**src/inc/acq_regs.svh**
```systemverilog
// register offsets, field positions, reset values and timing counts for the acquisition control
// assumes an 8-bit byte-addressed register port with 16-bit data
`ifndef ACQ_REGS_SVH
`define ACQ_REGS_SVH

// ----------------------------------------------------------------------------
// register offsets
// ----------------------------------------------------------------------------
`define OFF_DAC_FIRST    8'h04
`define OFF_DAC_SECOND   8'h08
`define OFF_RESULT       8'h10
`define OFF_STATUS       8'h14
`define OFF_CHAN_SEL     8'h18
`define OFF_RANGE        8'h1c
`define OFF_MODE         8'h20
`define OFF_SOFT_TRIG    8'h24
`define OFF_PACER_LO     8'h28
`define OFF_PACER_HI     8'h2c
`define OFF_CONFIG       8'h30

// ----------------------------------------------------------------------------
// reset values and field positions
// ----------------------------------------------------------------------------
`define RST_CHAN         4'h0
`define RST_RANGE        4'h1
`define RST_MODE         3'h0
`define RST_CONFIG       2'h0
`define CFG_DIFF_BIT     0
`define CFG_SCAN_BIT     1
`define DIFF_MAX_CHAN    4'h7
`define STAT_READY_BIT   0
`define STAT_IRQ_BIT     1

// ----------------------------------------------------------------------------
// timing
// ----------------------------------------------------------------------------
`define CLK_SYS_MHZ      250
`define PACER_SRC_MHZ    2
`define PACER_TICK_CYC   (`CLK_SYS_MHZ / `PACER_SRC_MHZ)

`endif

```
**src/inc/acq_pkg.sv**
```systemverilog
// types shared by the acquisition control files
// assumes acq_regs.svh for numeric constants
`default_nettype none
package acq_pkg;
  typedef enum logic [2:0] {
    mode_soft_poll  = 3'h0,
    mode_timer_irq  = 3'h1,
    mode_timer_dma  = 3'h2,
    mode_ext_poll   = 3'h3,
    mode_ext_irq    = 3'h4,
    mode_ext_dma    = 3'h5
  } acq_mode_t;

  typedef enum logic [1:0] {
    st_idle = 2'b00,
    st_conv = 2'b01,
    st_done = 2'b11
  } conv_state_t;
endpackage
`default_nettype wire

```
**src/hw/pacer_cascade.sv**
```systemverilog
// two cascaded 16-bit down counters clocked from a 2 MHz tick
// tick is made internally as a one-cycle pulse at the pacer source rate
`default_nettype none
`include "acq_regs.svh"
module pacer_cascade #(
  parameter int CNT_W = 16
) (
  // clock and reset
  input  wire logic             clk_sys,
  input  wire logic             reset_n,
  // control
  input  wire logic             run,
  input  wire logic [CNT_W-1:0] div_first,
  input  wire logic [CNT_W-1:0] div_second,
  // output
  output logic                  pace_pulse
);
  // --------------------------------------------------------------------------
  // source tick
  // --------------------------------------------------------------------------
  logic [7:0]       tick_cnt_ff;
  logic             tick;
  logic [CNT_W-1:0] first_ff;
  logic [CNT_W-1:0] second_ff;
  logic             first_wrap;

  assign tick = (tick_cnt_ff == 8'(`PACER_TICK_CYC - 1));

  always_ff @(posedge clk_sys or negedge reset_n) begin
    if (!reset_n) begin
      tick_cnt_ff <= 8'h00;
    end else if (!run || tick) begin
      tick_cnt_ff <= 8'h00;
    end else begin
      tick_cnt_ff <= tick_cnt_ff + 8'h01;
    end
  end

  // --------------------------------------------------------------------------
  // cascade: second counter steps once per first-counter wrap
  // --------------------------------------------------------------------------
  assign first_wrap = tick && (first_ff <= CNT_W'(1));

  always_ff @(posedge clk_sys or negedge reset_n) begin
    if (!reset_n) begin
      first_ff <= '0;
    end else if (!run) begin
      first_ff <= div_first;
    end else if (first_wrap) begin
      first_ff <= div_first;
    end else if (tick) begin
      first_ff <= first_ff - CNT_W'(1);
    end
  end

  always_ff @(posedge clk_sys or negedge reset_n) begin
    if (!reset_n) begin
      second_ff  <= '0;
      pace_pulse <= 1'b0;
    end else begin
      pace_pulse <= run && first_wrap && (second_ff <= CNT_W'(1));
      if (!run) begin
        second_ff <= div_second;
      end else if (first_wrap) begin
        second_ff <= (second_ff <= CNT_W'(1)) ? div_second : second_ff - CNT_W'(1);
      end
    end
  end
endmodule // pacer_cascade
`default_nettype wire

```
**src/hw/acq_control.sv**
```systemverilog
// acquisition control: register port, trigger select, scan and result capture
// assumes a synchronous 8-bit address / 16-bit data register port and an
// input converter that answers conv_start with adc_done and adc_value
`default_nettype none
`include "acq_regs.svh"
module acq_control
  import acq_pkg::*;
#(
  parameter int DATA_W = 12,
  parameter int CH_W   = 4
) (
  // clock and reset
  input  wire logic              clk_sys,
  input  wire logic              reset_n,
  // register port
  input  wire logic [7:0]        reg_addr,
  input  wire logic              reg_wr,
  input  wire logic              reg_rd,
  input  wire logic [15:0]       reg_wdata,
  output logic [15:0]            reg_rdata,
  // output converters
  output logic [DATA_W-1:0]      output_converter_first,
  output logic [DATA_W-1:0]      output_converter_second,
  // input front end
  output logic [CH_W-1:0]        mux_chan,
  output logic [3:0]             range_code,
  output logic                   diff_mode,
  output logic                   conv_start,
  input  wire logic              adc_done,
  input  wire logic [DATA_W-1:0] adc_value,
  // triggers and transfer
  input  wire logic              ext_trig,
  output logic                   irq_req,
  output logic                   dma_req
);
  // --------------------------------------------------------------------------
  // registers
  // --------------------------------------------------------------------------
  logic [DATA_W-1:0] dac_first_ff, dac_second_ff;
  logic [CH_W-1:0]   chan_prog_ff, chan_cur_ff;
  logic [3:0]        range_ff;
  acq_mode_t         mode_ff;
  logic [1:0]        config_ff;
  logic [15:0]       pacer_lo_ff, pacer_hi_ff;
  logic [15:0]       result_ff;
  logic              ready_n_ff;
  logic              irq_ff;
  logic              ext_prev_ff;
  conv_state_t       state_ff;

  function automatic logic hit(input logic [7:0] a, input logic [7:0] off);
    return a == off;
  endfunction

  // both the programmed and the live channel take the clamped number
  function automatic logic [CH_W-1:0] clamp_chan(input logic diff,
                                                 input logic [CH_W-1:0] ch);
    return (diff && ch > `DIFF_MAX_CHAN) ? `DIFF_MAX_CHAN : ch;
  endfunction

  logic wr_dac1, wr_dac2, wr_chan, wr_soft, rd_result;
  assign wr_dac1   = reg_wr && hit(reg_addr, `OFF_DAC_FIRST);
  assign wr_dac2   = reg_wr && hit(reg_addr, `OFF_DAC_SECOND);
  assign wr_chan   = reg_wr && hit(reg_addr, `OFF_CHAN_SEL);
  assign wr_soft   = reg_wr && hit(reg_addr, `OFF_SOFT_TRIG);
  assign rd_result = reg_rd && hit(reg_addr, `OFF_RESULT);

  // --------------------------------------------------------------------------
  // output converter codes
  // --------------------------------------------------------------------------
  always_ff @(posedge clk_sys or negedge reset_n) begin
    if (!reset_n) begin
      dac_first_ff  <= '0;
      dac_second_ff <= '0;
    end else begin
      if (wr_dac1) dac_first_ff <= reg_wdata[DATA_W-1:0];
      if (wr_dac2) dac_second_ff <= reg_wdata[DATA_W-1:0];
    end
  end
  assign output_converter_first  = dac_first_ff;
  assign output_converter_second = dac_second_ff;

  // --------------------------------------------------------------------------
  // configuration registers
  // --------------------------------------------------------------------------
  // out-of-range differential channel numbers are clamped when the channel is
  // written, using the differential bit in force at that write
  always_ff @(posedge clk_sys or negedge reset_n) begin
    if (!reset_n) begin
      chan_prog_ff <= `RST_CHAN;
      range_ff     <= `RST_RANGE;
      mode_ff      <= acq_mode_t'(`RST_MODE);
      config_ff    <= `RST_CONFIG;
      pacer_lo_ff  <= 16'h0000;
      pacer_hi_ff  <= 16'h0000;
    end else if (reg_wr) begin
      if (wr_chan) begin
        chan_prog_ff <= clamp_chan(config_ff[`CFG_DIFF_BIT], reg_wdata[CH_W-1:0]);
      end
      if (hit(reg_addr, `OFF_RANGE)) range_ff <= reg_wdata[3:0];
      if (hit(reg_addr, `OFF_MODE) && reg_wdata[2:0] <= 3'h5)
        mode_ff <= acq_mode_t'(reg_wdata[2:0]);
      if (hit(reg_addr, `OFF_CONFIG)) config_ff <= reg_wdata[1:0];
      if (hit(reg_addr, `OFF_PACER_LO)) pacer_lo_ff <= reg_wdata;
      if (hit(reg_addr, `OFF_PACER_HI)) pacer_hi_ff <= reg_wdata;
    end
  end
  assign range_code = range_ff;
  assign diff_mode  = config_ff[`CFG_DIFF_BIT];

  // --------------------------------------------------------------------------
  // trigger select
  // --------------------------------------------------------------------------
  logic timer_mode, ext_mode, soft_mode, pace_pulse, trig;
  assign soft_mode  = (mode_ff == mode_soft_poll);
  assign timer_mode = (mode_ff == mode_timer_irq) || (mode_ff == mode_timer_dma);
  assign ext_mode   = (mode_ff == mode_ext_poll) || (mode_ff == mode_ext_irq) ||
                      (mode_ff == mode_ext_dma);

  pacer_cascade #(.CNT_W(16)) u_pacer (
    .clk_sys    (clk_sys),
    .reset_n    (reset_n),
    .run        (timer_mode),
    .div_first  (pacer_lo_ff),
    .div_second (pacer_hi_ff),
    .pace_pulse (pace_pulse)
  );

  always_ff @(posedge clk_sys or negedge reset_n) begin
    if (!reset_n) ext_prev_ff <= 1'b0;
    else          ext_prev_ff <= ext_trig;
  end

  // triggers arriving mid-conversion are dropped; the converter is single-shot
  assign trig = (soft_mode && wr_soft) ||
                (timer_mode && pace_pulse) ||
                (ext_mode && ext_trig && !ext_prev_ff);

  // --------------------------------------------------------------------------
  // conversion sequence and scan
  // --------------------------------------------------------------------------
  always_ff @(posedge clk_sys or negedge reset_n) begin
    if (!reset_n) begin
      state_ff <= st_idle;
    end else begin
      unique case (state_ff)
        st_idle: if (trig) state_ff <= st_conv;
        st_conv: if (adc_done) state_ff <= st_done;
        st_done: state_ff <= st_idle;
        default: state_ff <= st_idle;
      endcase
    end
  end
  assign conv_start = (state_ff == st_idle) && trig;

  always_ff @(posedge clk_sys or negedge reset_n) begin
    if (!reset_n) begin
      chan_cur_ff <= `RST_CHAN;
    end else if (wr_chan || !config_ff[`CFG_SCAN_BIT]) begin
      chan_cur_ff <= wr_chan ? clamp_chan(config_ff[`CFG_DIFF_BIT], reg_wdata[CH_W-1:0])
                             : chan_prog_ff;
    end else if (state_ff == st_done) begin
      chan_cur_ff <= (chan_cur_ff == '0) ? chan_prog_ff : chan_cur_ff - 1'b1;
    end
  end
  assign mux_chan = chan_cur_ff;

  // --------------------------------------------------------------------------
  // result word, ready flag, transfer requests
  // --------------------------------------------------------------------------
  // a new result sets ready over a simultaneous read, so no result is missed
  always_ff @(posedge clk_sys or negedge reset_n) begin
    if (!reset_n) begin
      result_ff  <= 16'h0000;
      ready_n_ff <= 1'b1;
      irq_ff     <= 1'b0;
    end else if (state_ff == st_conv && adc_done) begin
      result_ff  <= {adc_value, chan_cur_ff};
      ready_n_ff <= 1'b0;
      irq_ff     <= (mode_ff == mode_timer_irq) || (mode_ff == mode_ext_irq);
    end else if (rd_result) begin
      ready_n_ff <= 1'b1;
      irq_ff     <= 1'b0;
    end
  end
  assign irq_req = irq_ff;
  assign dma_req = !ready_n_ff && ((mode_ff == mode_timer_dma) || (mode_ff == mode_ext_dma));

  always_ff @(posedge clk_sys or negedge reset_n) begin
    if (!reset_n) begin
      reg_rdata <= 16'h0000;
    end else if (reg_rd) begin
      unique case (reg_addr)
        `OFF_RESULT:   reg_rdata <= result_ff;
        `OFF_STATUS:   reg_rdata <= {14'h0000, irq_ff, ready_n_ff};
        `OFF_DAC_FIRST:  reg_rdata <= {4'h0, dac_first_ff};
        `OFF_DAC_SECOND: reg_rdata <= {4'h0, dac_second_ff};
        `OFF_CHAN_SEL: reg_rdata <= {12'h000, chan_prog_ff};
        `OFF_RANGE:    reg_rdata <= {12'h000, range_ff};
        `OFF_MODE:     reg_rdata <= {13'h0000, mode_ff};
        `OFF_CONFIG:   reg_rdata <= {14'h0000, config_ff};
        `OFF_PACER_LO: reg_rdata <= pacer_lo_ff;
        `OFF_PACER_HI: reg_rdata <= pacer_hi_ff;
        default:       reg_rdata <= 16'h0000;
      endcase
    end
  end
endmodule // acq_control
`default_nettype wire

```
**config.mk**
```make
export PLATFORM = sky130hd
export DESIGN_NAME = acq_control
export DESIGN_NICKNAME = d
export VERILOG_FILES = /design/src/inc/acq_pkg.sv /design/src/hw/pacer_cascade.sv /design/src/hw/acq_control.sv
export VERILOG_INCLUDE_DIRS = /design/src /design/src/inc
export SDC_FILE = /design/constraint.sdc
export NUM_CORES = 1
export LEC_CHECK = 0
export BUFFER_PORTS_ARGS = -buffer_cell sky130_fd_sc_hd__buf_2
export CORE_MARGIN = 2
export CORE_UTILIZATION = 30
export DETAILED_ROUTE_END_ITERATION = 10
export GPL_TIMING_DRIVEN = 0
export SKIP_LAST_GASP = 1
export SLEW_MARGIN = 20
export SYNTH_ARGS = -nofsm -noshare
export SYNTH_HDL_FRONTEND = slang
export SYNTH_SLANG_ARGS = --single-unit
```
**constraint.sdc**
```tcl
create_clock -name clk_sys -period 3.1 [get_ports clk_sys]
set_input_delay 0.155 -clock clk_sys [delete_from_list [all_inputs] [get_ports clk_sys]]
set_output_delay 0.155 -clock clk_sys [all_outputs]
set_load 0.02 [all_outputs]
```
## After elaboration in Yosys (flattened, before gate mapping)

Index checks and enable logic that the tools add are counted.

| operators by class | value |
|---|---|
| $add $sub $neg | 4 |
| reduce and logical (&&, ||, !) cells | 41 |
| eq/ne operators | 23 |
| $lt $le $gt $ge | 4 |
| mux-type cells | 20 |

Operator list:

| kind | count |
|---|---|
| $pmux W16 S10 | 1 |
| $mux W16 | 6 |
| $eq A8 B6 Y1 const B | 5 |
| $eq A8 B5 Y1 const B | 4 |
| $le A16 B1 Y1 const B | 2 |
| $sub A16 B1 Y16 const B | 2 |
| $mux W4 | 5 |
| $logic_and A1 B1 Y1 | 17 |
| $reduce_and A2 Y1 | 6 |
| $logic_or A1 B1 Y1 | 9 |
| $add A8 B1 Y8 const B | 1 |
| $eq A8 B3 Y1 const B | 1 |
| $eq A8 B4 Y1 const B | 1 |
| $eq A8 B7 Y1 const B | 1 |
| $mux W8 | 1 |
| $eq A3 B2 Y1 const B | 2 |
| $eq A3 B3 Y1 const B | 2 |
| $gt A4 B3 Y1 const B | 1 |
| $logic_not A1 Y1 | 4 |
| $logic_not A4 Y1 | 1 |
| $mux W1 | 4 |
| $mux W2 | 2 |
| $ne A2 B2 Y1 const B | 2 |
| $pmux W2 S2 | 1 |
| other kinds (10) | 11 |

| storage, ports and cells | value |
|---|---|
| input bits | 42 |
| flip-flop bits (word level) | 151 |
| word-level logic and storage cells | 111 |

## Depth between registers and ports, before layout

Gate-level depths: netlist of the first run.

| depth | value |
|---|---|
| word-level depth | 8 |
| gate-level depth with buffers | 9 |

## Cells and area by module

A second synthesis of the first run with hierarchy kept.

| unflattened totals | value |
|---|---|
| cells, all modules | 748 |
| area, all modules | 7931.4 sq um |

By module, submodules not included:

| module | times used | seq. area each (sq um) | cells each | area each (sq um) |
|---|---|---|---|---|
| acq_control | 1 | 2755.1 | 449 | 5308.8 |
| pacer_cascade | 1 | 1026.0 | 299 | 2622.5 |

## Worst setup path before layout of the first run

No wires, ideal clock.

| timing path | value |
|---|---|
| kind | register to register |
| from | reg u_pacer.first_ff[6] |
| to | reg u_pacer.second_ff[12] |
| setup time | 0.124 ns |
| cell stages (with the launch flop) | 6 |
| data required time | 2.976 ns |
| data arrival time | 2.487 ns |
| path slack | 0.489 ns |
| path through | dfrtp_1 or4_4 or4_4 or4_4 o211a_1 a211o_1 |

| between the ends | value |
|---|---|
| word-level cells in the longest chain between the ends | 3 |

Ends and longest elaborated chain:

| element | RTL line | source |
|---|---|---|
| start, declared | pacer_cascade.sv:23 | `logic [CNT_W-1:0] first_ff;` |
| start signal, assigned | pacer_cascade.sv:48 | `first_ff <= div_first;` |
| start signal, assigned | pacer_cascade.sv:50 | `first_ff <= div_first;` |
| start signal, assigned | pacer_cascade.sv:52 | `first_ff <= first_ff - CNT_W'(1);` |
| $le A16 B1 Y1 | pacer_cascade.sv:42 | `assign first_wrap = tick && (first_ff <= CNT_W'(1));` |
| $logic_and A1 B1 Y1 | pacer_cascade.sv:42 |  |
| $ne A2 B1 Y1 (no line) | n/a |  |
| end signal, assigned | pacer_cascade.sv:63 | `second_ff <= div_second;` |
| end signal, assigned | pacer_cascade.sv:65 | `second_ff <= (second_ff <= CNT_W'(1)) ? div_second : second_ff - CNT_W'(1);` |
| end, declared | pacer_cascade.sv:24 | `logic [CNT_W-1:0] second_ff;` |

Every way passes these cells.
A chain may end at the register's enable or synchronous reset.

## Worst setup path in the final report of the first run

| timing path | value |
|---|---|
| from | reg u_pacer.first_ff[6] |
| to | reg u_pacer.first_ff[9] |

| between the ends | value |
|---|---|
| word-level cells in the longest chain between the ends | 4 |
| elaborated cells on any way between the ends | 7 |
| classes of those cells | 1 x add/sub; 1 x order compare; 1 x eq/ne; 3 x mux; 1 x reduce/logical |

Ends and longest elaborated chain:

| element | RTL line | source |
|---|---|---|
| $sub A16 B1 Y16 / $le A16 B1 Y1 (equally long branches) | pacer_cascade.sv:52, pacer_cascade.sv:42 |  |
| $mux W16 / $logic_and A1 B1 Y1 (equally long branches) | pacer_cascade.sv:51, pacer_cascade.sv:42 |  |
| $mux W16 | pacer_cascade.sv:49 | `end else if (first_wrap) begin` |
| $mux W16 | pacer_cascade.sv:47 | `end else if (!run) begin` |

Several ways; a longest one is shown, not always the timed one. The select of a mux whose other input is x is not followed.

==> results.sh, run 1 <==
export IMPL_cp_end_kind="flip-flop"
export IMPL_root_buffer="clkbuf_16"
export IMPL_antenna_left=0
export IMPL_die_w_um=164
export IMPL_ios=94
export IMPL_final_min_clock_period_ns=2.95
export IMPL_ys_ff_latch=151
export IMPL_p_leak_uw=0.00444
export IMPL_drt_pre_antenna_iters=6
export IMPL_period_share_pct=95.0
export IMPL_cts_path_max_buffers=2
export IMPL_yosysUniqueCellTypes=67
export IMPL_synth_edf_count=0
export IMPL_gp_congestion=0.900
export IMPL_status="completed"
export IMPL_fin_nets=917
export IMPL_placed_area_sq_um=8550
export IMPL_numPortBuffers=87
export IMPL_vias_per_cell=5.37
export IMPL_hold_viol_final=0
export IMPL_netlist_top_cells_area="dfrtp_1, mux2_2, nand2_1"
export IMPL_first_global_vias=6339
export IMPL_first_iter_violations=502
export IMPL_crit_type="reg2reg"
export IMPL_rows=58
export IMPL_final_area_sq_um=9350
export IMPL_synth_top_area_share_pct=48.7
export IMPL_async_flop_share_pct=100
export IMPL_vias=6506
export IMPL_synth_area_leader_cell="dfrtp_1"
export IMPL_htree_levels=4
export IMPL_grt_pass1_wl_um=35700
export IMPL_die_h_um=164
export IMPL_synthFlopType="dfrtp_1"
export IMPL_grt_start_max_net_pins=97
export IMPL_maxCapViolCount=0
export IMPL_numCtsBuffers=17
export IMPL_max_vdd_ir_drop_mv=0.425
export IMPL_netlist_area_sq_um=7660
export IMPL_syn_avg_cell_area_sq_um=10.3
export IMPL_setup_violations=0
export IMPL_grt_use_total_pct=17.1
export IMPL_crit_required_ns=3.44
export IMPL_synth_nets=792
export IMPL_yosysSeqAreaShare_pct=49.4
export IMPL_drc_errors=0
export IMPL_cts_clk_slew_worst_paths_ns=0.07
export IMPL_cts_setup_buffers=0
export IMPL_syn_to_final_growth_pct=22.0
export IMPL_power_density_nw_per_um2=588
export IMPL_initial_utilization_pct=30.5
export IMPL_n_fill_cell=2545
export IMPL_hpwl_um=16200
export IMPL_drt_wl_total_um=22200
export IMPL_slew_viol_final=0
export IMPL_wl_per_cell_um=18.4
export IMPL_synthCells=743
export IMPL_critical_path_max_fanout=10
export IMPL_drive_gt1_share_pct=23.8
export IMPL_start_kind="flip-flop"
export IMPL_fmax_mhz=339
export IMPL_rsz0062_at_grt="false"
export IMPL_slew_headroom_pct=33.3
export IMPL_finClkSkew_ns=0.00831
export IMPL_worstMarginPinSlew_ns=0.991
export IMPL_cts_sinks=151
export IMPL_cts_tree="yes"
export IMPL_crit_arrival_ns=3.28
export IMPL_die_area_sq_um=26800
export IMPL_grt_overflow=0
export IMPL_insertion_delay_ns=0.43
export IMPL_hold_class="in2reg"
export IMPL_yosys_warnings=0
export IMPL_coreArea_sq_um=25100
export IMPL_setup_slack_ns=0.154
export IMPL_grt_antenna_before_repair=1
export IMPL_place_ws_ns=0.0192
export IMPL_diodes=0
-- final timing paths --
path                                             endpoint  slack (ns)                start  depth (start not counted)
worst max-delay path                  u_pacer.first_ff[9]        0.15  u_pacer.first_ff[6]                          7
worst min register to register               result_ff[6]        0.48         result_ff[6]                          2
worst min-delay path            output_converter_first[5]        0.02         reg_wdata[5]                          2
worst max register to register        u_pacer.first_ff[9]        0.15  u_pacer.first_ff[6]                          7
min in group asynchronous                   result_ff[12]        0.23              reset_n                          2
max in group asynchronous            u_pacer.first_ff[13]        2.04              reset_n                          3
-- logic make-up (layout without fill, tap and decap cells) --
| group | Yosys count | count (layout) | share of synthesized area [%] |
|---|---|---|---|
| adder cells (fa/ha/maj) | 7 | 7 | 1.14 |
| XOR/XNOR | 10 | 10 | 1.14 |
| buffers and inverters | 68 | 206 | 3.38 |
| AO/OA/AOI/OAI | 162 | 162 | 15.5 |
| AND/OR/NAND/NOR | 268 | 268 | 18.4 |
| multiplexers | 77 | 77 | 11.1 |
| flip-flops | 151 | 151 | 49.4 |
-- Yosys cell counts (3+ instances only) --
master / number
dfrtp_1: 149
nand2_1: 98
mux2_2: 64
clkbuf_1: 36
nand3_1: 34
nor2_1: 34
a21oi_1: 31
a22oi_1: 25
inv_1: 23
o21ai_0: 18
a22o_1: 16
mux2i_1: 13
nor3_1: 13
nor4_1: 12
or4_1: 11
a222oi_1: 9
a31oi_1: 8
ha_1: 7
nand4_1: 7
xor2_1: 7
a211oi_1: 6
a21o_1: 6
buf_1: 6
and2_1: 5
nand4b_1: 5
nor2b_1: 5
nor4b_1: 5
a211o_1: 4
a221o_1: 4
nand2b_1: 4
nand3b_1: 4
o22a_1: 4
or2_2: 4
a32oi_1: 3
and2_0: 3
and3_1: 3
buf_2: 3
nor3b_1: 3
nor4bb_1: 3
o2bb2a_1: 3
o2bb2ai_1: 3
o311a_1: 3
o31ai_1: 3
or4_4: 3
xnor2_1: 3
-- metrics by stage --
step                total power (uW)  cells  utilization, %  hold slack, ns  TNS, ns
finish                          5500   1211            37.2          0.0158        0
detailed placement              3420   1161            34.1           0.114        0
global placement                3400   1160            33.9           0.291   -74.64
global route                    5790   1211            37.2         0.00353        0
CTS                             5530   1211            37.1         0.00255        0
floorplan                       3050    743               -          -0.141        0
-- layer usage --
metal | global-route usage [%] | wire (um) | vias up
met5 | 0 | 11 | -
met4 | 4.03 | 252 | 2
met3 | 3.99 | 1020 | 19
met2 | 27.7 | 10700 | 181
met1 | 23.2 | 10200 | 3271
li1 | - | - | 3033
-- registers in the layout (all words and copies together), names as in the netlist, 3 cells and up --
register                 cells
chan_prog_ff                 4
mode_ff                      3
mux_chan                     4
output_converter_first      12
output_converter_second     12
pacer_hi_ff                 16
pacer_lo_ff                 16
range_code                   4
reg_rdata                   16
result_ff                   16
u_pacer.first_ff            16
u_pacer.second_ff           16
u_pacer.tick_cnt_ff          8
-- final cells by class --
type | count | area, sq um | share of cell area, %
buffer | 45 | 173 | 1.85
clock buffer | 17 | 425 | 4.55
clock inverter | 15 | 160 | 1.71
inverter | 23 | 86.3 | 0.924
multi-input combinational | 524 | 3650 | 39.1
sequential | 151 | 3780 | 40.5
tap | 330 | 413 | 4.42
timing repair buffer | 106 | 653 | 6.99
-- power breakdown --
group,internal (uW),switching [uW]
logic,395,641
clock network,1140,936
registers,2180,204
total,3720,1780
-- cell usage in the layout (no fill, tap or decap), types with 8 or more instances in the layout --
cell and n:
dfrtp_1 149, nand2_1 98, buf_2 89, mux2_2 64, clkbuf_1 36, nor2_1 34, nand3_1 34, a21oi_1 30
a22oi_1 25, inv_1 23, o21ai_0 18, dlygate4sd3_1 18, clkbuf_16 17, a22o_1 16, nor3_1 13, mux2i_1 13
nor4_1 11, or4_1 11, a222oi_1 9, a31oi_1 8
-- worst max-delay path, cell delays in order, from the launching register on --
cell	delay [ns]
dfrtp_1	0.43
or4_4	0.56
or4_4	0.59
o21ai_0	0.21
buf_2	0.26
clkbuf_1	0.42
o21ai_0	0.19
a22oi_1	0.19
-- what timing repair did --
item | in CTS | in global routing
setup endpoints to repair | 0 | 20
hold buffers | 18 | 0
resized for setup | 0 | 3
hold endpoints to repair | 74 | 0
Power figures use the tool's default switching activity.
==> inputs of run 2 (changes only) <==
Settings changed: BUFFER_PORTS_ARGS -buffer_cell sky130_fd_sc_hd__buf_2 to unset, DONT_BUFFER_PORTS set to 1.
==> results.sh, run 2 (synthesis results as in run 1) <==
export IMPL_place_ws_ns=0.0414
export IMPL_coreArea_sq_um=25100
export IMPL_stdcell_count=1132
export IMPL_whs_ns=-0.576
export IMPL_vias=6210
export IMPL_diodes=0
export IMPL_setup_violations=0
export IMPL_drive_gt1_share_pct=14.6
export IMPL_power_density_nw_per_um2=608
export IMPL_rows=58
export IMPL_grt_antenna_before_repair=0
export IMPL_maxCapViolCount=0
export IMPL_crit_required_ns=3.43
export IMPL_first_iter_violations=563
export IMPL_fin_nets=838
export IMPL_final_min_clock_period_ns=2.89
export IMPL_critical_path_max_fanout=10
export IMPL_cts_hold_buf=27
export IMPL_die_w_um=164
export IMPL_die_h_um=164
export IMPL_period_share_pct=93.2
export IMPL_drt_wl_total_um=22400
export IMPL_worstMarginPinSlew_ns=1.10
export IMPL_rrSetupSlack_ns=0.21
export IMPL_cts_clk_slew_worst_paths_ns=0.07
export IMPL_rsz0062_at_grt="false"
export IMPL_grt_pass1_wl_um=35500
export IMPL_fmax_mhz=346
export IMPL_n_fill_cell=2569
export IMPL_cts_sinks=151
export IMPL_slew_headroom_pct=25.6
export IMPL_grt_use_total_pct=17.1
export IMPL_final_cell_mix="dfrtp_1, nand2_1, mux2_2"
export IMPL_ios=94
export IMPL_power_uw=5440
export IMPL_grt_overflow=0
export IMPL_drc_errors=0
export IMPL_die_area_sq_um=26800
export IMPL_root_buffer="clkbuf_16"
export IMPL_syn_to_final_growth_pct=16.9
export IMPL_hold_class="in2async"
export IMPL_vias_per_cell=5.49
export IMPL_numPortBuffers=0
export IMPL_antenna_left=0
export IMPL_multi_input_area_sq_um=3640
export IMPL_wl_per_cell_um=19.8
export IMPL_layout_commonest_cell="dfrtp_1"
export IMPL_first_global_vias=6104
export IMPL_r2r_cells=7
export IMPL_initial_utilization_pct=30.5
export IMPL_place_inst=1073
export IMPL_slew_viol_final=0
export IMPL_crit_arrival_ns=3.22
export IMPL_grt_start_max_net_pins=152
export IMPL_max_vdd_ir_drop_mv=0.423
export IMPL_hold_viol_final=151
export IMPL_gp_congestion=0.859
export IMPL_status="complete, but fails checks"
export IMPL_cts_path_max_buffers=2
export IMPL_cts_tree="yes"
export IMPL_crit_type="reg2reg"
export IMPL_r2r_start="u_pacer.first_ff[6]"
export IMPL_drt_pre_antenna_iters=8
export IMPL_cp_end_kind="flip-flop"
export IMPL_hpwl_um=16100
export IMPL_tns_ns=0
export IMPL_reg2reg_to="u_pacer.first_ff[2]"
export IMPL_p_leak_uw=0.00403
export IMPL_seqCellArea_sq_um=3780
export IMPL_finClkSkew_ns=0.0113
export IMPL_insertion_delay_ns=0.43
export IMPL_htree_levels=4
export IMPL_numCtsBuffers=17
export IMPL_start_kind="flip-flop"
export IMPL_violations="negative hold slack"
export IMPL_setup_slack_ns=0.211
## run 2: how the worst max path moves through the flow
stage                     cells after the start  slack (ns)               endpoint           startpoint
after CTS                                     8        0.02    u_pacer.first_ff[8]           mode_ff[0]
final                                         7        0.21    u_pacer.first_ff[2]  u_pacer.first_ff[6]
after global placement                        8        0.06    u_pacer.first_ff[8]           mode_ff[0]
after global routing                          7        0.01    u_pacer.first_ff[9]  u_pacer.first_ff[8]
after floorplan                               5        0.49  u_pacer.second_ff[12]  u_pacer.first_ff[6]
after detailed placement                      8        0.04    u_pacer.first_ff[8]           mode_ff[0]
## run 2: repair_timing
action | in CTS | in global routing
setup endpoints to repair | 0 | 13
endpoints found under the hold margin | 215 | 151
setup buffers | 0 | 0
resized for setup | 0 | 2
## run 2: layer usage
metal	track usage (%)	part of all wire (%)	up-vias
met5	0	0	-
met4	4.55	1.3	0
met3	3.94	5.6	22
met2	27.3	48	183
met1	23.4	45	3134
li1	-	-	2871
## run 2: power by group
| group | internal, uW | switching [uW] | total [uW] |
|---|---|---|---|
| clock network | 1230 | 879 | 2110 |
| registers | 2180 | 245 | 2430 |
| logic | 363 | 546 | 908 |
## run 2: through the flow
step / cell area [sq um] / utilization, %
CTS: 8940 / 35.6
detailed placement: 8080 / 32.2
global placement: 8070 / 32.2
global route: 8950 / 35.7
floorplan: 7660 / -
finish: 8950 / 35.7
## run 2: cell type report
cell class,count,area share (%)
tap,330,4.61
timing repair buffer,27,3.02
sequential,151,42.2
inverter,23,0.964
buffer,45,1.93
multi-input combinational,524,40.7
clock buffer,21,5.03
clock inverter,11,1.55
## run 2: critical path, stage by stage, from the launching register on
cell and delay [ns]:
dfrtp_1 0.43, or4_4 0.57, or4_4 0.59, o21ai_0 0.21, buf_2 0.25, clkbuf_1 0.41
o21ai_0 0.16, a22oi_1 0.17
